<file path="src/core/tio_cfg.svh">
/*
  Offsets, field positions, reset values and scale figures of the
  three-phase instantaneous overcurrent block.
  Assumes it is included once per file by its bare name.
*/
`ifndef TIO_CFG_SVH
`define TIO_CFG_SVH

// ********************************************************************
// Register byte offsets
// ********************************************************************
`define TIO_ADDR_MODE       8'h00
`define TIO_ADDR_THRESH     8'h04
`define TIO_ADDR_STATE      8'h08
`define TIO_ADDR_IRQ_STATUS 8'h0c
`define TIO_ADDR_IRQ_MASK   8'h10
`define TIO_ADDR_PEAK_A     8'h14
`define TIO_ADDR_PEAK_B     8'h18
`define TIO_ADDR_PEAK_C     8'h1c

// ********************************************************************
// Fields, limits and reset values
// ********************************************************************
`define TIO_MODE_LSB        0
`define TIO_MODE_MSB        1
`define TIO_THRESH_MSB      11
`define TIO_THRESH_MIN      12'h014
`define TIO_THRESH_MAX      12'hbb8
`define TIO_THRESH_RESET    12'h0c8
`define TIO_PERCENT_SCALE   32'h00000064
`define TIO_IRQ_BITS        4
`define TIO_IRQ_RESET       4'h0

`endif

</file>
<file path="src/core/tio_pkg.sv">
/*
  Types of the overcurrent block; its peak selector uses none of them.
  Assumes nothing beyond a SystemVerilog compiler.
*/
package tio_pkg;

  typedef enum logic [1:0] {
    TIO_MODE_OFF,
    TIO_MODE_PEAK,
    TIO_MODE_FUNDAMENTAL
  } tio_mode_type;

  typedef struct packed {
    logic c;
    logic b;
    logic a;
  } tio_trip_type;

  typedef struct packed {
    logic       valid;
    logic       write;
    logic [7:0] addr;
  } tio_ahb_req_type;

endpackage : tio_pkg

</file>
<file path="src/core/tio_peak_select.sv">
/*
  Peak selector for one phase: magnitude of each sample, maximum over a
  window of samples, output as the larger of last window and current one.
  Assumes samples are two's complement and arrive with a one-cycle strobe.
*/
`timescale 1ns/1ps
`default_nettype none
`include "tio_cfg.svh"

module tio_peak_select #(
  parameter int WIDTH  = 16,
  parameter int WINDOW = 20
) (
  input  wire logic             clock,
  input  wire logic             reset,
  input  wire logic             sample_valid,
  input  wire logic [WIDTH-1:0] sample,
  output logic      [WIDTH-1:0] peak_value
);

  // ********************************************************************
  // Magnitude and window tracking
  // ********************************************************************
  wire logic [WIDTH-1:0] magnitude;
  wire logic             window_end;
  wire logic [WIDTH-1:0] run_max;
  logic      [WIDTH-1:0] run_ff;
  logic      [WIDTH-1:0] last_ff;
  logic      [15:0]      count_ff;

  assign magnitude  = sample[WIDTH-1] ? WIDTH'(~sample + 1'b1) : sample;
  assign run_max    = (magnitude > run_ff) ? magnitude : run_ff;
  assign window_end = (count_ff == 16'(WINDOW - 1));

  // Holding the previous window keeps the peak steady between crests
  // while still following a rising current at once.
  always_ff @(posedge clock)
  begin
    if (reset)
    begin
      run_ff     <= '0;
      last_ff    <= '0;
      count_ff   <= 16'h0000;
      peak_value <= '0;
    end
    else if (sample_valid)
    begin
      run_ff     <= window_end ? '0 : run_max;
      last_ff    <= window_end ? run_max : last_ff;
      count_ff   <= window_end ? 16'h0000 : count_ff + 16'h0001;
      peak_value <= (run_max > last_ff) ? run_max : last_ff;
    end
  end
endmodule : tio_peak_select
`default_nettype wire

</file>
<file path="src/core/tio_phase_instant_overcurrent.sv">
/*
  Three-phase instantaneous overcurrent decision with an AHB-Lite
  register slave, sticky trip events and one level interrupt.
  Assumes samples, fundamental values and the two request inputs come
  from logic on the same clock, and that the bus is single-slave.
*/
`timescale 1ns/1ps
`default_nettype none
`include "tio_cfg.svh"

// Notes on behaviour
// - Mode off, peak or fundamental; resets off.
// - Peak mode compares peaks, else fundamental values.
// - Threshold percent 20 to 3000, default 200.
// - Phase trips when above threshold, no delay.
// - Equal to threshold never trips.
// - Doubling input doubles threshold for all phases.
// - Disable input forces every trip low.
// - Separate peak detection per phase stream.
// - General trip derived from phase trips.
// - General trip high if any phase trips.
module tio_phase_instant_overcurrent #(
  parameter int          WIDTH       = 16,
  parameter int          PEAK_WINDOW = 20,
  parameter logic [15:0] RATED_VALUE = 16'h1000
) (
  input  wire logic             clock,
  input  wire logic             reset,
  input  wire logic             hsel,
  input  wire logic [31:0]      haddr,
  input  wire logic [1:0]       htrans,
  input  wire logic             hwrite,
  input  wire logic [2:0]       hsize,
  input  wire logic [31:0]      hwdata,
  input  wire logic             hready,
  output logic                  hreadyout,
  output logic                  hresp,
  output logic      [31:0]      hrdata,
  input  wire logic             sample_valid,
  input  wire logic [WIDTH-1:0] phase_a_samples,
  input  wire logic [WIDTH-1:0] phase_b_samples,
  input  wire logic [WIDTH-1:0] phase_c_samples,
  input  wire logic [WIDTH-1:0] phase_a_fundamental_rms,
  input  wire logic [WIDTH-1:0] phase_b_fundamental_rms,
  input  wire logic [WIDTH-1:0] phase_c_fundamental_rms,
  input  wire logic             disable_request,
  input  wire logic             threshold_double_request,
  output logic                  phase_a_trip,
  output logic                  phase_b_trip,
  output logic                  phase_c_trip,
  output logic                  any_phase_trip,
  output logic                  irq
);

  // ********************************************************************
  // Threshold arithmetic
  // ********************************************************************
  // Current times one hundred against rated value times percent keeps
  // the whole comparison in integers, with no divider.
  function automatic logic [31:0] level_of(input logic [11:0] pct,
                                            input logic        dbl);
    logic [31:0] rhs;
    rhs = {16'h0000, RATED_VALUE} * {20'h00000, pct};
    return dbl ? {rhs[30:0], 1'b0} : rhs;
  endfunction : level_of

  function automatic logic [31:0] scaled(input logic [WIDTH-1:0] val);
    return 32'(val) * `TIO_PERCENT_SCALE;
  endfunction : scaled

  // ********************************************************************
  // Register state
  // ********************************************************************
  tio_pkg::tio_mode_type         mode_ff;
  logic [`TIO_THRESH_MSB:0]      thresh_ff;
  logic [`TIO_IRQ_BITS-1:0]      irq_status_ff;
  logic [`TIO_IRQ_BITS-1:0]      irq_mask_ff;
  tio_pkg::tio_ahb_req_type      req_ff;
  tio_pkg::tio_ahb_req_type      nxt_req;
  tio_pkg::tio_trip_type         trip_ff;
  tio_pkg::tio_trip_type         nxt_trip;
  logic                          gen_ff;
  logic [31:0]                   nxt_rdata;

  // ********************************************************************
  // Peak selection, one per phase
  // ********************************************************************
  wire logic [WIDTH-1:0] phase_a_peak_value;
  wire logic [WIDTH-1:0] phase_b_peak_value;
  wire logic [WIDTH-1:0] phase_c_peak_value;

  tio_peak_select #(.WIDTH(WIDTH), .WINDOW(PEAK_WINDOW)) u_peak_a (
    .clock        (clock),
    .reset        (reset),
    .sample_valid (sample_valid),
    .sample       (phase_a_samples),
    .peak_value   (phase_a_peak_value)
  );

  tio_peak_select #(.WIDTH(WIDTH), .WINDOW(PEAK_WINDOW)) u_peak_b (
    .clock        (clock),
    .reset        (reset),
    .sample_valid (sample_valid),
    .sample       (phase_b_samples),
    .peak_value   (phase_b_peak_value)
  );

  tio_peak_select #(.WIDTH(WIDTH), .WINDOW(PEAK_WINDOW)) u_peak_c (
    .clock        (clock),
    .reset        (reset),
    .sample_valid (sample_valid),
    .sample       (phase_c_samples),
    .peak_value   (phase_c_peak_value)
  );

  // ********************************************************************
  // Instantaneous decision
  // ********************************************************************
  wire logic             use_peak;
  wire logic             active;
  wire logic [WIDTH-1:0] eval_a;
  wire logic [WIDTH-1:0] eval_b;
  wire logic [WIDTH-1:0] eval_c;
  wire logic [31:0]      level;

  assign use_peak = (mode_ff == tio_pkg::TIO_MODE_PEAK);
  assign active   = (mode_ff != tio_pkg::TIO_MODE_OFF) && !disable_request;
  assign eval_a   = use_peak ? phase_a_peak_value : phase_a_fundamental_rms;
  assign eval_b   = use_peak ? phase_b_peak_value : phase_b_fundamental_rms;
  assign eval_c   = use_peak ? phase_c_peak_value : phase_c_fundamental_rms;
  assign level    = level_of(thresh_ff, threshold_double_request);

  // Strictly greater: a current sitting on the setting stays quiet.
  assign nxt_trip.a = active && (scaled(eval_a) > level);
  assign nxt_trip.b = active && (scaled(eval_b) > level);
  assign nxt_trip.c = active && (scaled(eval_c) > level);

  always_ff @(posedge clock)
  begin
    if (reset)
    begin
      trip_ff <= '0;
      gen_ff  <= 1'b0;
    end
    else
    begin
      trip_ff <= nxt_trip;
      gen_ff  <= |nxt_trip;
    end
  end

  assign phase_a_trip   = trip_ff.a;
  assign phase_b_trip   = trip_ff.b;
  assign phase_c_trip   = trip_ff.c;
  assign any_phase_trip = gen_ff;

  // ********************************************************************
  // Bus decode
  // ********************************************************************
  wire logic [3:0]  trip_vec;
  wire logic [3:0]  trip_rise;
  logic      [3:0]  trip_prev_ff;
  wire logic        wr_en;
  wire logic        wr_mode;
  wire logic        wr_thresh;
  wire logic        wr_status;
  wire logic        wr_mask;
  wire logic [11:0] wr_pct;
  wire logic        pct_ok;
  wire logic        mode_ok;

  assign trip_vec  = {gen_ff, trip_ff.c, trip_ff.b, trip_ff.a};
  assign trip_rise = trip_vec & ~trip_prev_ff;

  assign nxt_req.valid = hsel && htrans[1] && hready;
  assign nxt_req.write = hwrite;
  assign nxt_req.addr  = {haddr[7:2], 2'b00};

  assign wr_en     = req_ff.valid && req_ff.write;
  assign wr_mode   = wr_en && (req_ff.addr == `TIO_ADDR_MODE);
  assign wr_thresh = wr_en && (req_ff.addr == `TIO_ADDR_THRESH);
  assign wr_status = wr_en && (req_ff.addr == `TIO_ADDR_IRQ_STATUS);
  assign wr_mask   = wr_en && (req_ff.addr == `TIO_ADDR_IRQ_MASK);
  assign wr_pct    = hwdata[`TIO_THRESH_MSB:0];
  // Out-of-range settings are dropped so the live threshold stays legal.
  assign pct_ok    = (hwdata[31:12] == 20'h00000) && (wr_pct >= `TIO_THRESH_MIN)
                     && (wr_pct <= `TIO_THRESH_MAX);
  assign mode_ok   = (hwdata[31:2] == 30'h00000000) && (hwdata[1:0] != 2'b11);

  always_comb
  begin
    nxt_rdata = 32'h00000000;
    case (nxt_req.addr)
      `TIO_ADDR_MODE:       nxt_rdata = {30'h00000000, mode_ff};
      `TIO_ADDR_THRESH:     nxt_rdata = {20'h00000, thresh_ff};
      `TIO_ADDR_STATE:      nxt_rdata = {26'h0000000, disable_request,
                                         threshold_double_request, trip_vec};
      `TIO_ADDR_IRQ_STATUS: nxt_rdata = {28'h0000000, irq_status_ff};
      `TIO_ADDR_IRQ_MASK:   nxt_rdata = {28'h0000000, irq_mask_ff};
      `TIO_ADDR_PEAK_A:     nxt_rdata = 32'(phase_a_peak_value);
      `TIO_ADDR_PEAK_B:     nxt_rdata = 32'(phase_b_peak_value);
      `TIO_ADDR_PEAK_C:     nxt_rdata = 32'(phase_c_peak_value);
      default:              nxt_rdata = 32'h00000000;
    endcase
  end

  // ********************************************************************
  // Register updates
  // ********************************************************************
  always_ff @(posedge clock)
  begin
    if (reset)
    begin
      req_ff    <= '0;
      hrdata    <= 32'h00000000;
      mode_ff   <= tio_pkg::TIO_MODE_OFF;
      thresh_ff <= `TIO_THRESH_RESET;
    end
    else
    begin
      req_ff <= nxt_req;
      hrdata <= (nxt_req.valid && !hwrite) ? nxt_rdata : 32'h00000000;
      if (wr_mode && mode_ok)
        mode_ff <= tio_pkg::tio_mode_type'(hwdata[`TIO_MODE_MSB:`TIO_MODE_LSB]);
      if (wr_thresh && pct_ok)
        thresh_ff <= wr_pct;
    end
  end

  // A trip edge in the same cycle as its clear keeps the bit set.
  always_ff @(posedge clock)
  begin
    if (reset)
    begin
      trip_prev_ff  <= 4'h0;
      irq_status_ff <= `TIO_IRQ_RESET;
      irq_mask_ff   <= `TIO_IRQ_RESET;
    end
    else
    begin
      trip_prev_ff  <= trip_vec;
      irq_status_ff <= (irq_status_ff & ~(wr_status ? hwdata[3:0] : 4'h0)) | trip_rise;
      if (wr_mask)
        irq_mask_ff <= hwdata[3:0];
    end
  end

  assign irq       = |(irq_status_ff & irq_mask_ff);
  assign hreadyout = 1'b1;
  assign hresp     = 1'b0;
endmodule : tio_phase_instant_overcurrent
`default_nettype wire

</file>
<file path="config.mk">
export PLATFORM = sky130hd
export DESIGN_NAME = tio_phase_instant_overcurrent
export DESIGN_NICKNAME = d
export VERILOG_FILES = /design/src/core/tio_pkg.sv /design/src/core/tio_peak_select.sv /design/src/core/tio_phase_instant_overcurrent.sv
export VERILOG_INCLUDE_DIRS = /design/src /design/src/core
export SDC_FILE = /design/constraint.sdc
export NUM_CORES = 1
export LEC_CHECK = 0
export BUFFER_PORTS_ARGS = -buffer_cell sky130_fd_sc_hd__buf_4
export CORE_UTILIZATION = 55
export DETAILED_ROUTE_END_ITERATION = 16
export HOLD_SLACK_MARGIN = 0.08
export PLACE_DENSITY = 0.75
export SYNTH_ARGS = -nofsm -noshare
export SYNTH_HDL_FRONTEND = slang
export SYNTH_SLANG_ARGS = --single-unit
export TNS_END_PERCENT = 1
</file>
<file path="constraint.sdc">
create_clock -name clock -period 5.9 [get_ports clock]
set_clock_uncertainty 0.05 [all_clocks]
set_input_delay 0.59 -clock clock [delete_from_list [all_inputs] [get_ports clock]]
set_output_delay 0.59 -clock clock [all_outputs]
set_load 0.05 [all_outputs]
</file>
Yosys cells after proc, flatten, opt, wreduce, memory -nomap -nowiden
Cells that the tools add are included.
{ "classes": {"add_sub_neg": 6, "n_mul": 3, "order_cmp": 11, "n_eq_ne": 15, "n_mux": 21, "bitwise": 10, "n_reduce_logical": 30} }
{ "op_table": {"columns": ["cell", "count"], "rows": [
  ["16-bit two-way mux", 18],
  ["16-bit one-hot mux with 8 select lines", 1],
  ["16-bit by 1-bit adder with 16-bit output, second input constant", 6],
  ["16-bit greater-than comparator", 6],
  ["23-bit by 25-bit greater-than comparator with 1-bit output", 3],
  ["16-bit by 5-bit multiplier with 21-bit output, second input constant", 3],
  ["16-bit by 5-bit == test with 1-bit output, second input constant", 3],
  ["16-bit inverter", 3],
  ["30-bit zero test", 1],
  ["25-bit two-way mux", 1],
  ["6-bit by 3-bit == test with 1-bit output, second input constant", 4],
  ["20-bit zero test", 1],
  ["1-bit logical AND", 17],
  ["8-bit zero test", 2],
  ["4-bit AND", 3],
  ["6-bit by 2-bit == test with 1-bit output, second input constant", 2],
  ["12-bit by 5-bit >= comparator with 1-bit output, second input constant", 1],
  ["12-bit less-or-equal comparator, second input constant", 1],
  ["8-bit by 3-bit == test with 1-bit output, second input constant", 1],
  ["8-bit by 4-bit == test with 1-bit output, second input constant", 1],
  ["8-bit by 5-bit == test with 1-bit output, second input constant", 1],
  ["4-bit inverter", 2],
  ["6-bit by 1-bit == test with 1-bit output, second input constant", 1],
  ["2-bit AND reduction", 3],
  ["other kinds (10)", 11]
]} }
{ "word_totals": {"register_bits": 264, "input_bits": 173, "output_inout_bits": 39, "elab_cells": 122} }

Longest topological paths before layout
{ "logic_depth": {"word_depth": 7, "ltp_mapped": 26, "ltp_nobuf": 23} }

Hierarchy
From an unflattened synthesis, not the netlist that was laid out.
{ "unflattened": {"hier_cells": 2660, "hier_area_um2": 21674.5} }
{ "modules_own_cells": {"columns": ["module", "n_inst", "cells_per_inst", "area_per_inst_um2", "seq_area_each_um2"], "rows": [
  ["tio_phase_instant_overcurrent", 1, 1116, 9300.2, 1081.0],
  ["tio_peak_select at u_peak_a ...", 2, 529, 4197.8, 1281.2],
  ["tio_peak_select at u_peak_b", 1, 486, 3978.8, 1281.2]
]} }

Least setup slack after synthesis
No wires, ideal clock.
{ "synth_timing": {"kind": "reg2reg", "startpoint": "reg mode_ff[1]", "endpoint": "reg gen_ff (netlist: any_phase_trip)", "setup_time_ns": 0.127, "arrival_time_ns": 5.996, "required_ns": 5.723, "slack_ns": -0.273, "path_stages_with_launch": 24, "path_buffers": 3, "synth_period_minus_slack_ns": 6.173, "path_cell_list": "dfxtp_1 -> nand2b_1 -> clkbuf_1 -> buf_1 -> clkbuf_1 -> mux2_2 -> ha_1 -> ha_1 -> fa_1 -> ha_1 -> nor2b_1 -> o21a_1 -> a311o_1 -> a31oi_1 -> o21ai_1 -> or4_1 -> nand3_1 -> ha_1 -> nand3_1 -> nor4_1 -> nand3_1 -> nor4_1 -> nor3_1 -> or3_1"} }
{ "synth_via": {"elab_chain_len": 6, "elab_cells_between_ends": 16, "cone_classes": "mul (3); order compare (3); eq/ne (1); mux (3); reduce/logical (6)"} }
{ "synth_rtl": {"columns": ["element", "line", "rtl"], "rows": [
  ["start: declaration", "tio_phase_instant_overcurrent.sv:74", "tio_pkg::tio_mode_type mode_ff;"],
  ["start signal: assignment", "tio_phase_instant_overcurrent.sv:216", "mode_ff <= tio_pkg::TIO_MODE_OFF;"],
  ["start signal: assignment", "tio_phase_instant_overcurrent.sv:224", "mode_ff <= tio_pkg::tio_mode_type'(hwdata[`TIO_MODE_MSB:`TIO_MODE_LSB]);"],
  ["2-bit by 1-bit == test with 1-bit output", "tio_phase_instant_overcurrent.sv:126", "assign use_peak = (mode_ff == tio_pkg::TIO_MODE_PEAK);"],
  ["16-bit two-way mux (on tied branches)", "tio_phase_instant_overcurrent.sv:128, tio_phase_instant_overcurrent.sv:129, tio_phase_instant_overcurrent.sv:130", null],
  ["16-bit by 5-bit multiplier with 21-bit output (no source line)", null, null],
  ["23-bit by 25-bit greater-than comparator with 1-bit output (on tied branches)", "tio_phase_instant_overcurrent.sv:134, tio_phase_instant_overcurrent.sv:135, tio_phase_instant_overcurrent.sv:136", null],
  ["1-bit logical AND (on tied branches)", "tio_phase_instant_overcurrent.sv:134, tio_phase_instant_overcurrent.sv:135, tio_phase_instant_overcurrent.sv:136", null],
  ["3-bit OR reduction *", "tio_phase_instant_overcurrent.sv:148", "gen_ff <= |nxt_trip;"],
  ["end signal: assignment", "tio_phase_instant_overcurrent.sv:148", null],
  ["end: declaration", "tio_phase_instant_overcurrent.sv:82", "logic gen_ff;"]
]} }
Every way passes the cells marked *; elsewhere a longest branch is shown, timed or not.
A chain may end at the register's enable or synchronous reset.

Worst setup path in the final report
Same ends and word-level chain as after synthesis.

==> results_dict.tcl <==
set metrics [dict create \
    worstSkewPairLatency_ns 0.54 \
    crit_required_ns 6.25 \
    layout-drive-gt1-share_pct 14.9 \
    cap_violations 0 \
    setup_viol 0 \
    leakage_nw 10.6 \
    die_width_um 191 \
    stdcell_count 3028 \
    irDropWorstVdd_uv 218 \
    post-place-ws_ns -0.444 \
    wl_per_cell_um 17.5 \
    relSlewSlack_pct 30.3 \
    wirelength_um 53100 \
    multi_input_area_mm2 0.0132 \
    cts_hold_buf 0 \
    fin_crit_ns 5.80 \
    cts-root-buf "clkbuf_16" \
    worst_pin_slew_ns 1.04 \
    cts.sinks 246 \
    final_nets 3050 \
    yosys.cell_types.count 71 \
    rsz0062_at_grt "yes" \
    crit_fanout 11 \
    cp_common_cell "ha_1" \
    dpl.cell_count 2979 \
    pin_count 212 \
    tritoncts "yes" \
    avgSynthCellArea_um2 8.40 \
    synth_top_cell_area_share_pct 25.0 \
    start_kind "flop" \
    grt.total_usage_pct 28.2 \
    syn2layout_area_growth_pct 16.5 \
    fin_setup_tns_ns 0 \
    synth_area_leaders "dfxtp_1, ha_1, inv_1" \
    grt_overflow 0 \
    grt_pass1_vias 17200 \
    fin_ws_ns 0.0962 \
    syn_area_mm2 0.0197 \
    yosys_register_bits 246 \
    gp_congestion 0.966 \
    fmax_ghz 0.172 \
    port_buffers 163 \
    die_h_um 191 \
    core_mm2 0.0349 \
    synthCells 2343 \
    ys_seq_area_share_pct 25.0 \
    dp_hpwl_um 42400 \
    yosys_warnings 0 \
    slowest_stage "fa_1" \
    status "complete, no violations" \
    worst-setup-path-type "flop to flop" \
    grt_max_degree 54 \
    critPathMaxStageDelay_ns 0.50 \
    crit_chain "nand2b_4, buf_4, mux2_2, ha_1, ha_1, inv_1, fa_1, inv_1, ha_1, a21o_1, a21oi_1, o21ai_0, a31oi_1, a21oi_1, o21ai_0, xnor2_1, ha_1, a21oi_1, nor2b_1, a2111oi_1, a221oi_1, o31a_1, or3_1" \
    regArea_mm2 0.00493 \
    async_reset_ff_share_pct 0 \
    htreeDepth 1 \
    place_area_mm2 0.0219 \
    drc 0 \
    synth-edff-count 0 \
    rows 68 \
    drtIter0Drc 1180 \
    antenna_found_initial 1 \
    period_share_pct 98.4 \
    grt_pass1_wl_um 83700 \
    nFillCells 2889 \
    clkTransAtPathRegs_ns 0.06 \
    drtAntennaViolNets 0 \
    cp.arrival_ns 6.16 \
    cp-end-kind "flop" \
    slew_violations 0 \
    clk_path_buf_depth 3 \
    initial_core_util_pct 56.4 \
    fin_area_mm2 0.0229 \
    viasPerCell 5.89 \
    numCtsBuffers 25 \
    p_per_area_mw_per_mm2 272 \
    synthFlopType "dfxtp_1" \
    drt-pass1-iter-count 5 \
    worstHoldPathType "input port to flop" \
    synth_top_cell_by_area "dfxtp_1" \
    hold_viol 0 \
    die_area_mm2 0.0365 \
    routed-via-count 17800 \
]
layer usage:
| metal | global-route usage, % | wire length, um | up-vias | part of all wire, % |
|---|---|---|---|---|
| li1 | - | - | 8715 | - |
| met1 | 36.3 | 22500 | 8423 | 42 |
| met2 | 48.0 | 25000 | 585 | 47 |
| met3 | 2.29 | 3400 | 119 | 6.4 |
| met4 | 12.2 | 2220 | 0 | 4.2 |
| met5 | 0 | 0 | - | 0 |
cells by family after synthesis:
| logic type | Yosys count | synth area share (%) |
|---|---|---|
| xor gates and xnor gates | 129 | 5.74 |
| adders and majority gates | 324 | 21.8 |
| other | 2 | 0.0382 |
| AOI/OAI and AO/OA | 555 | 18.3 |
| muxes | 119 | 6.51 |
| and+or+nand+nor | 549 | 14.2 |
| DFF | 246 | 25.0 |
| buffers and inverters | 419 | 8.37 |
synthesized netlist by cell type (15+ instances only):
cell / count
inv_1: 323
ha_1: 293
dfxtp_1: 246
a21oi_1: 152
nor2_1: 138
nand2_1: 115
xnor2_1: 82
nand3_1: 69
mux2i_1: 67
o21ai_1: 66
clkbuf_1: 59
o21ai_0: 58
mux2_2: 49
xor2_1: 47
o22ai_1: 42
nand4_1: 39
nor2b_1: 36
a21o_1: 31
fa_1: 31
a221o_1: 26
a22oi_1: 26
a22o_1: 24
a32oi_1: 22
nor3_1: 22
nor4_1: 22
nand2b_1: 20
buf_4: 18
o31ai_1: 16
and2_1: 15
area by class of cell:
type                    instances  share of cell area, %
inverters                     324                   5.31
clock buffers                  32                   3.06
multi-input cells            1695                   57.7
diodes                          1                 0.0109
flip-flops and latches        246                   21.5
well taps                     455                   2.48
clock inverters                14                   1.11
repair buffers                261                   8.88
worst max-delay path, delay by kind of cell (launching register included):
kind | cells | cell delay [ns]
AO/OA/AOI/OAI | 10 | 1.96
adder cells (fa/ha/maj) | 5 | 1.73
AND/OR/NAND/NOR | 3 | 0.62
flip-flops | 1 | 0.41
multiplexers | 1 | 0.38
buffers and inverters | 3 | 0.32
XOR/XNOR | 1 | 0.18
state kept, by name, summed over array words and instances, names as in the netlist, 8 cells and up:
name / cells
u_peak_b.last_ff: 16
hrdata: 16
u_peak_a.peak_value: 16
u_peak_b.run_ff: 16
u_peak_c.peak_value: 16
req_ff: 8
thresh_ff: 12
u_peak_a.count_ff: 16
u_peak_c.count_ff: 16
u_peak_c.run_ff: 16
u_peak_c.last_ff: 16
u_peak_b.peak_value: 16
u_peak_a.run_ff: 16
u_peak_b.count_ff: 16
u_peak_a.last_ff: 16
through the flow:
step | utilization (%) | hold WS [ns] | total power (W)
finish | 65.7 | 0.238 | 0.00623
global placement | 62.8 | 0.388 | 0.00426
floorplan | - | 0.379 | 0.00357
detailed placement | 62.8 | 0.394 | 0.00438
global route | 65.7 | 0.236 | 0.00661
CTS | 65.6 | 0.221 | 0.00621
layout by cell type, fill, tap and decap left out, types with 35 or more instances in the layout:
| master | instances |
|---|---|
| a21oi_1 | 152 |
| buf_4 | 255 |
| dfxtp_1 | 245 |
| ha_1 | 293 |
| inv_1 | 323 |
| mux2_2 | 49 |
| mux2i_1 | 67 |
| nand2_1 | 115 |
| nand3_1 | 69 |
| nand4_1 | 39 |
| nor2_1 | 136 |
| nor2b_1 | 35 |
| o21ai_0 | 57 |
| o21ai_1 | 67 |
| o22ai_1 | 42 |
| xnor2_1 | 82 |
| xor2_1 | 47 |
power by group:
part           total, W  switching (W)  internal [W]
clock network   0.00182       0.000676       0.00115
logic           0.00255        0.00141       0.00115
registers       0.00186       0.000112       0.00174
total           0.00623        0.00219       0.00404
worst paths after layout:
path	start	to	slack, ns	cells past startpoint
min	hwrite	req_ff[8]	0.24	2
min reg2reg	u_peak_b.run_ff[2]	u_peak_b.run_ff[2]	0.40	2
max reg2reg	mode_ff[1]	any_phase_trip	0.1	23
max	mode_ff[1]	any_phase_trip	0.1	23
repair_timing:
action                                  CTS  global route
endpoints found under the setup margin    0            17
buffers inserted                          0             1
resized for setup                         0             6
(Power assumes the default switching activity.)
